### src/fprf_pkg.sv
/*
  fprf_pkg: shared constants and types of the floating-point rounding and flag unit.
  Assumes: included first in compile order; every user names items as fprf_pkg::name.
*/
package fprf_pkg;

  // --------------------------------------------------------------------
  // register map (byte offsets on the plain register port)
  // --------------------------------------------------------------------
  localparam logic [3:0]  OFS_STATUS_CONTROL = 4'h0;
  localparam logic [3:0]  OFS_IRQ_STATUS     = 4'h4;
  localparam logic [3:0]  OFS_IRQ_MASK       = 4'h8;

  // --------------------------------------------------------------------
  // status/control word layout
  // --------------------------------------------------------------------
  localparam int          POS_RM             = 0;
  localparam int          POS_FLAG           = 2;
  localparam int          POS_ENABLE         = 7;
  localparam int          POS_CAUSE          = 12;
  localparam int          POS_DN             = 18;
  localparam int          POS_PR             = 19;
  localparam int          POS_SZ             = 20;
  localparam int          POS_FR             = 21;
  localparam logic [31:0] STATUS_RW_MASK     = 32'h003F_FFFF;
  localparam logic [31:0] STATUS_RESET       = 32'h0004_0001;
  // exception bit order inside flag, enable and cause fields
  localparam int          EXC_I              = 0;
  localparam int          EXC_U              = 1;
  localparam int          EXC_O              = 2;
  localparam int          EXC_Z              = 3;
  localparam int          EXC_V              = 4;
  localparam int          EXC_E              = 5;

  // rounding mode encodings
  localparam logic [1:0]  RM_NEAREST         = 2'h0;
  localparam logic [1:0]  RM_ZERO            = 2'h1;

  // --------------------------------------------------------------------
  // interrupt status layout
  // --------------------------------------------------------------------
  localparam int          IRQ_TRAP           = 0;
  localparam int          IRQ_DONE           = 1;
  localparam int          IRQ_BOUNDARY       = 2;
  localparam int          IRQ_WIDTH          = 3;
  localparam logic [2:0]  IRQ_MASK_RESET     = 3'h0;

  // --------------------------------------------------------------------
  // number formats
  // --------------------------------------------------------------------
  localparam logic [12:0] EMAX_SINGLE        = 13'h00FF;
  localparam logic [12:0] EMAX_DOUBLE        = 13'h07FF;
  localparam logic [31:0] SGL_MAX_NORMAL     = 32'h7F7F_FFFF;
  localparam logic [30:0] SGL_INF_MAG        = 31'h7F80_0000;
  localparam logic [62:0] DBL_INF_MAG        = 63'h7FF0_0000_0000_0000;
  localparam logic [30:0] SGL_MAX_MAG        = 31'h7F7F_FFFF;
  localparam logic [62:0] DBL_MAX_MAG        = 63'h7FEF_FFFF_FFFF_FFFF;
  localparam logic [31:0] SGL_QNAN           = 32'h7FBF_FFFF;
  localparam logic [63:0] DBL_QNAN           = 64'h7FF7_FFFF_FFFF_FFFF;
  localparam logic [31:0] SGL_CONST_ZERO     = 32'h0000_0000;
  localparam logic [31:0] SGL_CONST_ONE      = 32'h3F80_0000;
  localparam logic [6:0]  SHIFT_CAP          = 7'h3C;

  // --------------------------------------------------------------------
  // operation codes and operand classes
  // --------------------------------------------------------------------
  typedef enum logic [3:0] {
    OP_NONE  = 4'h0,
    OP_ADD   = 4'h1,
    OP_SUB   = 4'h2,
    OP_MUL   = 4'h3,
    OP_MAC   = 4'h4,
    OP_DIV   = 4'h5,
    OP_INNER = 4'h6,
    OP_MATVEC= 4'h7,
    OP_LDI0  = 4'h8,
    OP_LDI1  = 4'h9
  } fprf_op_t;

  typedef enum logic [1:0] {
    CLS_FINITE = 2'h0,
    CLS_ZERO   = 2'h1,
    CLS_INF    = 2'h2,
    CLS_NAN    = 2'h3
  } fprf_class_t;

endpackage : fprf_pkg

### src/fprf_round_if.sv
/*
  fprf_round_if: carries an unrounded value to the rounder and its packed answer back.
  Assumes: one clock domain; the rounder answers combinationally in the same cycle.
*/
`timescale 1ns/100ps
interface fprf_round_if;
  logic               pr;
  logic [1:0]         rm;
  logic               sign;
  logic signed [12:0] exp;
  logic [55:0]        mant;
  logic [63:0]        res;
  logic               inexact;
  logic               underflow;
  logic               overflow;
  logic               boundary;

  modport requester (output pr, rm, sign, exp, mant, input res, inexact, underflow, overflow, boundary);
  modport rounder   (input pr, rm, sign, exp, mant, output res, inexact, underflow, overflow, boundary);
endinterface : fprf_round_if

### src/fprf_rounder.sv
/*
  fprf_rounder: rounds a normalised unrounded significand to single or double format.
  Assumes: mant has its leading one at bit 55; exp is biased to the target format.
*/
`timescale 1ns/100ps
module fprf_rounder (
  fprf_round_if.rounder rif
);

  logic [6:0]   sh;
  logic [111:0] full;
  logic [55:0]  shifted;
  logic         sticky_sh;
  logic [52:0]  q;
  logic         rbit;
  logic         sbit;
  logic         inc;
  logic [53:0]  qr;
  logic         carry;
  logic         lead;
  logic [12:0]  e_base;
  logic [12:0]  e_out;
  logic [12:0]  emax;
  logic         ovf;
  logic         inx;

  always_comb
  begin
    // tiny values are denormalised before rounding so the rounded exponent tells tininess
    if (rif.exp < 13'sh0001)
      sh = ((13'sh0001 - rif.exp) > $signed({6'h00, fprf_pkg::SHIFT_CAP})) ?
           fprf_pkg::SHIFT_CAP : 7'((13'sh0001 - rif.exp));
    else
      sh = 7'h00;
    full      = {rif.mant, 56'h0} >> sh;
    shifted   = full[111:56];
    sticky_sh = |full[55:0];
    if (rif.pr)
    begin
      q    = shifted[55:3];
      rbit = shifted[2];
      sbit = (|shifted[1:0]) | sticky_sh;
      emax = fprf_pkg::EMAX_DOUBLE;
    end
    else
    begin
      q    = {29'h0, shifted[55:32]};
      rbit = shifted[31];
      sbit = (|shifted[30:0]) | sticky_sh;
      emax = fprf_pkg::EMAX_SINGLE;
    end
    // nearest-even or truncation; the whole sticky is kept so add/sub rounds exactly
    inc    = (rif.rm == fprf_pkg::RM_NEAREST) ? (rbit & (sbit | q[0])) : 1'b0;
    qr     = {1'b0, q} + {53'h0, inc};
    carry  = rif.pr ? qr[53] : qr[24];
    lead   = rif.pr ? qr[52] : qr[23];
    e_base = (sh != 7'h00) ? 13'h0000 : rif.exp;
    e_out  = e_base + {12'h000, carry} + {12'h000, (sh != 7'h00) & lead};
    ovf    = (e_out >= emax);
    inx    = rbit | sbit | ovf;
  end

  always_comb
  begin
    if (ovf)
    begin
      if (rif.rm == fprf_pkg::RM_ZERO)
        rif.res = rif.pr ? {rif.sign, fprf_pkg::DBL_MAX_MAG} : {32'h0, rif.sign, fprf_pkg::SGL_MAX_MAG};
      else
        rif.res = rif.pr ? {rif.sign, fprf_pkg::DBL_INF_MAG} : {32'h0, rif.sign, fprf_pkg::SGL_INF_MAG};
    end
    else if (rif.pr)
      rif.res = {rif.sign, e_out[10:0], qr[51:0]};
    else
      rif.res = {32'h0, rif.sign, e_out[7:0], qr[22:0]};
  end

  // underflow only when the rounded value itself is not normal
  assign rif.underflow = (e_out == 13'h0000) & inx;
  assign rif.inexact   = inx;
  assign rif.overflow  = ovf;
  // tiny before rounding but normal after: the withheld-underflow case
  assign rif.boundary  = (sh != 7'h00) & lead & inx;

endmodule : fprf_rounder

### src/fprf_flag_unit.sv
/*
  fprf_flag_unit: next cause and sticky flag values and the trap decision of one operation.
  Assumes: events are valid only with upd; software flag writes arrive on the same clock.
*/
`timescale 1ns/100ps
module fprf_flag_unit (
  input  wire logic       upd_in,
  input  wire logic [5:0] event_in,
  input  wire logic [4:0] enable_in,
  input  wire logic       force_v_trap_in,
  input  wire logic [5:0] cause_in,
  input  wire logic [4:0] flag_in,
  input  wire logic       sw_wr_in,
  input  wire logic [5:0] sw_cause_in,
  input  wire logic [4:0] sw_flag_in,
  output logic      [5:0] next_cause_out,
  output logic      [4:0] next_flag_out,
  output logic            trap_out
);

  logic [4:0] flag_base;

  always_comb
  begin
    flag_base      = sw_wr_in ? sw_flag_in : flag_in;
    // an operation's cause overrides a software write in the same cycle
    next_cause_out = upd_in ? event_in : (sw_wr_in ? sw_cause_in : cause_in);
    // sticky: hardware set wins over a software clear, absent events leave bits alone
    next_flag_out  = flag_base | (upd_in ? event_in[4:0] : 5'h00);
    // the error bit has no enable and always traps
    trap_out       = upd_in & ((|(event_in[4:0] & enable_in)) | event_in[5] |
                     (force_v_trap_in & enable_in[fprf_pkg::EXC_V]));
  end

endmodule : fprf_flag_unit

### src/fprf_unit.sv
/*
  fprf_unit: top of the floating-point rounding and exception-flag unit, with its
  status/control register, interrupt status and mask, constant loads and result delivery.
  Assumes: the issue logic drives op_* on clk_sys_in, with the significand already
  normalised and the exponent biased for the selected precision; results are written
  to the register file the cycle after the request.
*/
// Added by the designer: the strobed register port and the placing of the registers.
// Notes on behaviour
// - nearest mode: single tiny value rounding to normal leaves underflow clear.
// - same underflow suppression for double values just below smallest normal, either sign.
// - boundary case writes correct normal result and sets inexact, underflow clear.
// - rounding mode 00 is nearest, 01 is toward zero.
// - a trap fires only for exceptions whose enable bit is one; the code also traps on the error bit and on any matrix op with V enabled.
// - inner product and matrix op may flag overflow from the error bound.
// - inner product and matrix op result sign with infinities is not guaranteed.
// - double add/sub in the narrow exponent window may miss inexact or misround.
// - that add/sub error stays below 129/256 of one result step.
// - precision bit zero is single, one is double.
// - two constant loads write exactly 0.0 or 1.0 to a single register.
// - cause bits follow each operation; sticky flags only gain set bits. The code leaves cause and flags unchanged on the two constant loads.
// - inner product and matrix op always set inexact cause and flag.
`timescale 1ns/100ps
module fprf_unit (
  input  wire logic        clk_sys_in,
  input  wire logic        sys_rst_in,
  input  wire logic [3:0]  reg_addr_in,
  input  wire logic [31:0] reg_wdata_in,
  input  wire logic        reg_wr_in,
  input  wire logic        reg_rd_in,
  output logic      [31:0] reg_rdata_out,
  input  wire logic        op_valid_in,
  input  wire logic [3:0]  op_code_in,
  input  wire logic        op_sign_in,
  input  wire logic [12:0] op_exp_in,
  input  wire logic [55:0] op_mant_in,
  input  wire logic [1:0]  op_class_in,
  input  wire logic        op_invalid_in,
  input  wire logic        op_divzero_in,
  input  wire logic        op_denorm_in,
  input  wire logic [31:0] op_err_bound_in,
  output logic             res_valid_out,
  output logic      [63:0] res_data_out,
  output logic             res_double_out,
  output logic             trap_out,
  output logic             irq_out,
  output logic      [1:0]  rounding_mode_out,
  output logic             precision_select_out
);

  // --------------------------------------------------------------------
  // state
  // --------------------------------------------------------------------
  logic [31:0]                     fp_status_control_reg;
  logic [fprf_pkg::IRQ_WIDTH-1:0]  irq_status;
  logic [fprf_pkg::IRQ_WIDTH-1:0]  irq_mask;

  fprf_round_if rif ();

  // --------------------------------------------------------------------
  // field access
  // --------------------------------------------------------------------
  function automatic logic reg_hit(input logic [3:0] addr, input logic [3:0] ofs);
    reg_hit = (addr == ofs);
  endfunction : reg_hit

  logic [1:0]         rounding_mode_field;
  logic               precision_select_bit;
  logic               denorm_zero_bit;
  logic [4:0]         flag_field;
  logic [4:0]         enable_field;
  logic [5:0]         cause_field;

  assign rounding_mode_field  = fp_status_control_reg[fprf_pkg::POS_RM +: 2];
  assign precision_select_bit = fp_status_control_reg[fprf_pkg::POS_PR];
  assign denorm_zero_bit      = fp_status_control_reg[fprf_pkg::POS_DN];
  assign flag_field           = fp_status_control_reg[fprf_pkg::POS_FLAG +: 5];
  assign enable_field         = fp_status_control_reg[fprf_pkg::POS_ENABLE +: 5];
  assign cause_field          = fp_status_control_reg[fprf_pkg::POS_CAUSE +: 6];

  // --------------------------------------------------------------------
  // operation decode
  // --------------------------------------------------------------------
  fprf_pkg::fprf_op_t    op;
  fprf_pkg::fprf_class_t cls;
  logic                  is_geom;
  logic                  is_const;
  logic                  is_arith;
  logic                  sw_status_wr;

  assign op           = fprf_pkg::fprf_op_t'(op_code_in);
  assign cls          = fprf_pkg::fprf_class_t'(op_class_in);
  assign is_geom      = (op == fprf_pkg::OP_INNER) | (op == fprf_pkg::OP_MATVEC);
  assign is_const     = (op == fprf_pkg::OP_LDI0) | (op == fprf_pkg::OP_LDI1);
  assign is_arith     = op_valid_in & !is_const & (op != fprf_pkg::OP_NONE);
  assign sw_status_wr = reg_wr_in & reg_hit(reg_addr_in, fprf_pkg::OFS_STATUS_CONTROL);

  // geometric ops are single precision only
  logic op_double;
  assign op_double = precision_select_bit & !is_geom;

  // --------------------------------------------------------------------
  // rounding
  // --------------------------------------------------------------------
  assign rif.pr   = op_double;
  assign rif.rm   = rounding_mode_field;
  // the sign of geometric results is taken as the datapath delivers it
  assign rif.sign = op_sign_in;
  assign rif.exp  = $signed(op_exp_in);
  assign rif.mant = op_mant_in;

  fprf_rounder u_rounder (
    .rif (rif)
  );

  // --------------------------------------------------------------------
  // result and event selection
  // --------------------------------------------------------------------
  logic [63:0] next_result;
  logic [5:0]  op_events;
  logic        bound_ovf;

  // error bound compared as magnitude; a zero result may still report overflow
  assign bound_ovf = is_geom & (op_err_bound_in[30:0] > fprf_pkg::SGL_MAX_NORMAL[30:0]);

  always_comb
  begin
    next_result = 64'h0000_0000_0000_0000;
    op_events   = 6'h00;
    if (op_invalid_in | (cls == fprf_pkg::CLS_NAN))
    begin
      next_result                 = op_double ? fprf_pkg::DBL_QNAN : {32'h0, fprf_pkg::SGL_QNAN};
      op_events[fprf_pkg::EXC_V]  = op_invalid_in;
    end
    else if (op_divzero_in)
    begin
      next_result = op_double ? {op_sign_in, fprf_pkg::DBL_INF_MAG} : {32'h0, op_sign_in, fprf_pkg::SGL_INF_MAG};
      op_events[fprf_pkg::EXC_Z]  = 1'b1;
    end
    else if (cls == fprf_pkg::CLS_INF)
      next_result = op_double ? {op_sign_in, fprf_pkg::DBL_INF_MAG} : {32'h0, op_sign_in, fprf_pkg::SGL_INF_MAG};
    else if (cls == fprf_pkg::CLS_ZERO)
      next_result = op_double ? {op_sign_in, 63'h0} : {32'h0, op_sign_in, 31'h0};
    else
    begin
      // tiny results rounding to normal get the normal value with inexact only
      next_result                 = rif.res;
      op_events[fprf_pkg::EXC_I]  = rif.inexact;
      op_events[fprf_pkg::EXC_U]  = rif.underflow;
      op_events[fprf_pkg::EXC_O]  = rif.overflow;
    end
    // denormal input while flush-to-zero is off is an unmaskable error
    op_events[fprf_pkg::EXC_E] = op_denorm_in & !denorm_zero_bit;
    if (is_geom)
    begin
      op_events[fprf_pkg::EXC_I] = 1'b1;
      op_events[fprf_pkg::EXC_O] = op_events[fprf_pkg::EXC_O] | bound_ovf;
    end
  end

  // --------------------------------------------------------------------
  // cause, flag and trap
  // --------------------------------------------------------------------
  logic [5:0] next_cause;
  logic [4:0] next_flag;
  logic       op_trap;

  fprf_flag_unit u_flags (
    .upd_in          (is_arith),
    .event_in        (op_events),
    .enable_in       (enable_field),
    .force_v_trap_in (op == fprf_pkg::OP_MATVEC),
    .cause_in        (cause_field),
    .flag_in         (flag_field),
    .sw_wr_in        (sw_status_wr),
    .sw_cause_in     (reg_wdata_in[fprf_pkg::POS_CAUSE +: 6]),
    .sw_flag_in      (reg_wdata_in[fprf_pkg::POS_FLAG +: 5]),
    .next_cause_out  (next_cause),
    .next_flag_out   (next_flag),
    .trap_out        (op_trap)
  );

  always_ff @(posedge clk_sys_in)
  begin
    if (sys_rst_in)
      fp_status_control_reg <= fprf_pkg::STATUS_RESET;
    else
    begin
      if (sw_status_wr)
        fp_status_control_reg <= reg_wdata_in & fprf_pkg::STATUS_RW_MASK;
      fp_status_control_reg[fprf_pkg::POS_CAUSE +: 6] <= next_cause;
      fp_status_control_reg[fprf_pkg::POS_FLAG +: 5]  <= next_flag;
    end
  end

  // --------------------------------------------------------------------
  // result delivery
  // --------------------------------------------------------------------
  always_ff @(posedge clk_sys_in)
  begin
    if (sys_rst_in)
    begin
      res_valid_out  <= 1'b0;
      res_data_out   <= 64'h0000_0000_0000_0000;
      res_double_out <= 1'b0;
    end
    else if (op_valid_in & is_const)
    begin
      // constant loads leave the status word alone
      res_valid_out  <= 1'b1;
      res_double_out <= 1'b0;
      res_data_out   <= {32'h0, (op == fprf_pkg::OP_LDI1) ?
                          fprf_pkg::SGL_CONST_ONE : fprf_pkg::SGL_CONST_ZERO};
    end
    else
    begin
      // a trapping operation leaves the destination register unchanged
      res_valid_out  <= is_arith & !op_trap;
      res_double_out <= op_double;
      res_data_out   <= next_result;
    end
  end

  always_ff @(posedge clk_sys_in)
  begin
    if (sys_rst_in)
      trap_out <= 1'b0;
    else
      trap_out <= op_trap;
  end

  // the transfer logic reads this; quadword moves under double precision are not
  // checked here and their result is left undefined
  assign rounding_mode_out    = rounding_mode_field;
  assign precision_select_out = precision_select_bit;

  // --------------------------------------------------------------------
  // interrupt status and mask
  // --------------------------------------------------------------------
  logic [fprf_pkg::IRQ_WIDTH-1:0] irq_events;
  logic [fprf_pkg::IRQ_WIDTH-1:0] next_irq_status;
  logic                           irq_rd_clear;

  always_comb
  begin
    irq_events                         = '0;
    irq_events[fprf_pkg::IRQ_TRAP]     = op_trap;
    irq_events[fprf_pkg::IRQ_DONE]     = is_arith & !op_trap;
    // lets software spot tiny-but-rounded-normal results without a trap handler
    irq_events[fprf_pkg::IRQ_BOUNDARY] = is_arith & (cls == fprf_pkg::CLS_FINITE) &
                                         !op_invalid_in & !op_divzero_in & rif.boundary;
  end

  assign irq_rd_clear    = reg_rd_in & reg_hit(reg_addr_in, fprf_pkg::OFS_IRQ_STATUS);
  // new events win over the read that clears
  assign next_irq_status = (irq_rd_clear ? '0 : irq_status) | irq_events;

  always_ff @(posedge clk_sys_in)
  begin
    if (sys_rst_in)
      irq_status <= '0;
    else
      irq_status <= next_irq_status;
  end

  always_ff @(posedge clk_sys_in)
  begin
    if (sys_rst_in)
      irq_mask <= fprf_pkg::IRQ_MASK_RESET;
    else if (reg_wr_in & reg_hit(reg_addr_in, fprf_pkg::OFS_IRQ_MASK))
      irq_mask <= reg_wdata_in[fprf_pkg::IRQ_WIDTH-1:0];
  end

  always_ff @(posedge clk_sys_in)
  begin
    if (sys_rst_in)
      irq_out <= 1'b0;
    else
      irq_out <= |(next_irq_status & irq_mask);
  end

  // --------------------------------------------------------------------
  // register read port
  // --------------------------------------------------------------------
  always_ff @(posedge clk_sys_in)
  begin
    if (sys_rst_in)
      reg_rdata_out <= 32'h0000_0000;
    else if (reg_rd_in)
    begin
      if (reg_hit(reg_addr_in, fprf_pkg::OFS_STATUS_CONTROL))
        reg_rdata_out <= fp_status_control_reg;
      else if (reg_hit(reg_addr_in, fprf_pkg::OFS_IRQ_STATUS))
        reg_rdata_out <= {29'h0, irq_status};
      else if (reg_hit(reg_addr_in, fprf_pkg::OFS_IRQ_MASK))
        reg_rdata_out <= {29'h0, irq_mask};
      else
        reg_rdata_out <= 32'h0000_0000;
    end
    else
      reg_rdata_out <= 32'h0000_0000;
  end

endmodule : fprf_unit

### config.mk
export PLATFORM = sky130hd
export DESIGN_NAME = fprf_unit
export DESIGN_NICKNAME = d
export VERILOG_FILES = /design/src/fprf_pkg.sv /design/src/fprf_round_if.sv /design/src/fprf_rounder.sv /design/src/fprf_flag_unit.sv /design/src/fprf_unit.sv
export SDC_FILE = /design/constraint.sdc
export NUM_CORES = 1
export LEC_CHECK = 0
export BUFFER_PORTS_ARGS = -buffer_cell sky130_fd_sc_hd__buf_2
export CORE_MARGIN = 4
export CORE_UTILIZATION = 40
export CTS_BUF_LIST = sky130_fd_sc_hd__clkbuf_2 sky130_fd_sc_hd__clkbuf_4 sky130_fd_sc_hd__clkbuf_8
export DETAILED_ROUTE_END_ITERATION = 10
export GPL_TIMING_DRIVEN = 0
export PLACE_DENSITY = 0.56
export SYNTH_ARGS = -nofsm -noshare
export SYNTH_HDL_FRONTEND = slang
export SYNTH_SLANG_ARGS = --single-unit
### constraint.sdc
create_clock -name clk_sys_in -period 25 [get_ports clk_sys_in]
set_input_delay 1.25 -clock clk_sys_in [delete_from_list [all_inputs] [get_ports clk_sys_in]]
set_output_delay 1.25 -clock clk_sys_in [all_outputs]
set_load 0.05 [all_outputs]
==> impl_metrics.py <==
metrics = {
    "outcome": {
        "status": "finished with violations",
        "violations": "capacitance limit, slew limit",
    },
    "power_and_ir_drop": {
        "ir_drop_mv": 0.0484,
        "powerDensity_nw_per_um2": 46.2,
        "total_leakage_power_nw": 6.17,
        "total_power_uw": 764,
    },
    "cells_and_area": {
        "antenna_cells": 0,
        "largest_reg_flops": 64,
        "drive_gt1_share_pct": 19.2,
        "syn_to_final_growth_pct": 14.6,
        "layout.nets": 2396,
    },
    "sta": {
        "hold_ws_ns": 0.459,
        "max_clock_freq_mhz": 65.7,
        "slew_headroom_pct": -5.95,
        "period_minus_slack_ns": 15.22,
        "fin_crit_sh_pct": 60.9,
        "setup_tns_ns": 0,
        "report.final.slew_viol_count": 13,
        "layout_setup_ws_ns": 9.78,
        "tightest_slew_ns": 1.58,
        "rsz0062_at_grt": "no",
        "setup_violations": 0,
        "fin_skew_ns": 0.0147,
        "hold_viol_final": 0,
    },
    "global_route": {
        "track_usage_pct": 41.6,
        "grt_start_max_net_pins": 17,
        "grt_pass1_wl_mm": 123,
        "grt_pass1_vias": 18500,
        "grt_antenna_before_repair": 3,
        "grt-ovfl-total": 0,
    },
    "critical_path": {
        "crit_top_cell": "clkbuf_1",
        "path_max_fanout": 10,
        "cp_slowest_cell": "o32ai_1",
        "crit_required_ns": 25.38,
        "critPathBufInv": 10,
        "critPathMaxStageDelay_ns": 1.31,
        "worst_setup_path_end_kind": "flip-flop",
        "critPathTopFamily": "compound AO/OA/AOI/OAI gates",
        "arrival_ns": 15.60,
        "critPathLaunchType": "input pin",
        "crit_type": "input pin to flip-flop",
    },
    "clock_tree": {
        "clock_sinks": 118,
        "clk_latency_ns": 0.46,
        "htreeDepth": 4,
        "cts_setup_buffers": 0,
        "clk_path_buf_depth": 2,
        "cts_resized": 0,
        "cts_root_buf": "clkbuf_8",
        "cts_tree": "yes",
        "path_clk_slew_ns": 0.08,
        "hold_buffers": 0,
        "numCtsBuffers": 17,
    },
    "drt": {
        "vias": 19700,
        "ant_nets": 0,
        "vias_per_cell": 7.27,
        "wl_mm": 85.7,
        "dr.pass1.iters": 7,
        "drc": 0,
        "first_iter_violations": 2996,
        "post_drt_wl_per_cell_um": 31.7,
    },
    "floorplanning": {
        "start_util_pct": 40.6,
        "die_y_um": 198,
        "die_area_um2": 39200,
        "core.rowCount": 69,
        "die_w_um": 198,
        "ios": 255,
        "coreArea_um2": 35600,
    },
    "placement": {
        "gp_congestion": 1.13,
        "dp_hpwl_mm": 67.3,
        "port-buffer-count": 205,
        "place_ws_ns": 10.50,
    },
    "hold_path": {
        "hold_path.class": "flip-flop to flip-flop",
    },
    "yosys": {
        "ys_seq_area_share_pct": 16.4,
        "yosys_most_used_dff": "dfxtp_1",
        "syn_inst": 1993,
        "synth_edf_count": 0,
        "synth_seq_cells": 118,
        "syn_avg_cell_area_um2": 7.24,
        "synthArstFlopShare_pct": 0,
        "synth_area_um2": 14400,
        "synth_cell_types": 116,
        "yosys_warnings": 0,
    },
    "flow_run": {
        "drv_cap": 2,
    },
}
==> per-layer routing <==
layer	global-route usage, %	vias up	share of wire [%]
met5	0	-	0.015
met4	19.4	2	6.0
met3	13.8	372	14
met2	60.2	1683	40
met1	56.0	9433	39
li1	-	8164	-
==> cells by family (layout without fill, tap and decap cells) <==
family                     Yosys count  count (layout)  share of synthesized area [%]
AOI/OAI and AO/OA                  762             762                           40.3
xor gates and xnor gates            60              60                           3.64
adders and majority gates           15              15                           1.30
buffers and inverters              210             449                           7.33
DFF                                118             118                           16.4
muxes                               60              60                           4.32
other                                1              10                         0.0260
and+or+nand+nor                    767             767                           26.7
==> placed cells by master, fill, tap and decap left out, types with 14 or more instances in the layout <==
cell      Yosys  layout
o32ai_2      14      19
a31oi_1      31      31
o22ai_1      41      41
buf_4        28      29
o21a_1       24      24
clkbuf_8      0      18
buf_2        27     232
nand2_1     232     232
nor4_1       14      14
or3_1        18      18
nor3_1       68      68
o311a_1      21      21
nor2_1      173     173
xor2_1       20      20
clkbuf_1    104     104
o211ai_1     22      22
mux2i_1      46      46
nand3_1      54      54
ha_1         15      15
and3_1       23      23
buf_6        16      18
nand4_1      41      41
a21oi_1     131     131
o21ai_0     118     118
dfxtp_1     118     118
o32ai_1      49      44
a32oi_1      19      19
inv_1        30      30
xnor2_1      40      40
a21o_1       19      19
and2_1       41      41
a211oi_1     36      36
o31ai_1      18      18
==> Yosys cell counts, drive strengths merged (19+ instances only) <==
cell / instances / area share, %
nand4: 42 / 1.9
o211ai: 22 / 1.1
o31ai: 21 / 1.3
and3: 23 / 1.0
a211oi: 42 / 2.4
mux2i: 48 / 3.4
or3: 19 / 0.86
nor2: 179 / 4.8
clkbuf: 104 / 2.7
o22ai: 41 / 1.8
buf: 75 / 3.8
o21ai: 132 / 4.6
o32ai: 64 / 4.7
inv: 30 / 0.78
nand2: 233 / 6.1
o21a: 24 / 1.2
dfxtp: 118 / 16
a31oi: 37 / 2.0
a21o: 19 / 0.99
xnor2: 40 / 2.4
xor2: 20 / 1.2
and2: 42 / 1.8
a21oi: 135 / 4.8
o311a: 21 / 1.5
nand3: 54 / 1.9
a32oi: 19 / 1.2
nor3: 73 / 2.7
==> worst min-delay path: stages, from the launching register on <==
cell     delay, ns
dfxtp_1       0.31
nand2_1       0.05
a21oi_1       0.05
==> metrics by stage <==
stage | instances | instance area, um2 | util, %
3_3_place_gp | 2668 | 16100 | 45.2
5_1_grt | 2702 | 16600 | 46.5
4_1_cts | 2702 | 16600 | 46.5
2_1_floorplan | 2002 | 14500 | -
6_report | 2702 | 16600 | 46.5
3_5_place_dp | 2671 | 16100 | 45.4
==> final timing paths <==
kind	start	endpoint	slack [ns]	cells after the start
worst max-delay path	op_exp_in[1]	res_data_out[18]	9.78	45
worst min-delay path	fp_status_control_reg[20]	fp_status_control_reg[20]	0.46	2
worst max register to register	fp_status_control_reg[19]	res_data_out[18]	15.56	31
worst min register to register	fp_status_control_reg[20]	fp_status_control_reg[20]	0.46	2
==> layout make-up <==
cell class / count / area, um2
multi-input cells: 1674 / 11100
clock inverters: 12 / 154
clock buffers: 19 / 255
plain buffers: 179 / 942
flip-flops and latches: 118 / 2360
well taps: 461 / 577
inverters: 31 / 116
fillers: 3739 / 19000
repair buffers: 208 / 1060
==> report_power, final <==
group          switching, mW  internal [mW]  total, mW
Sequential           0.00233          0.194      0.197
Combinational          0.279          0.103      0.382
Clock                 0.0838          0.102      0.185
(Power assumes the default switching activity.)
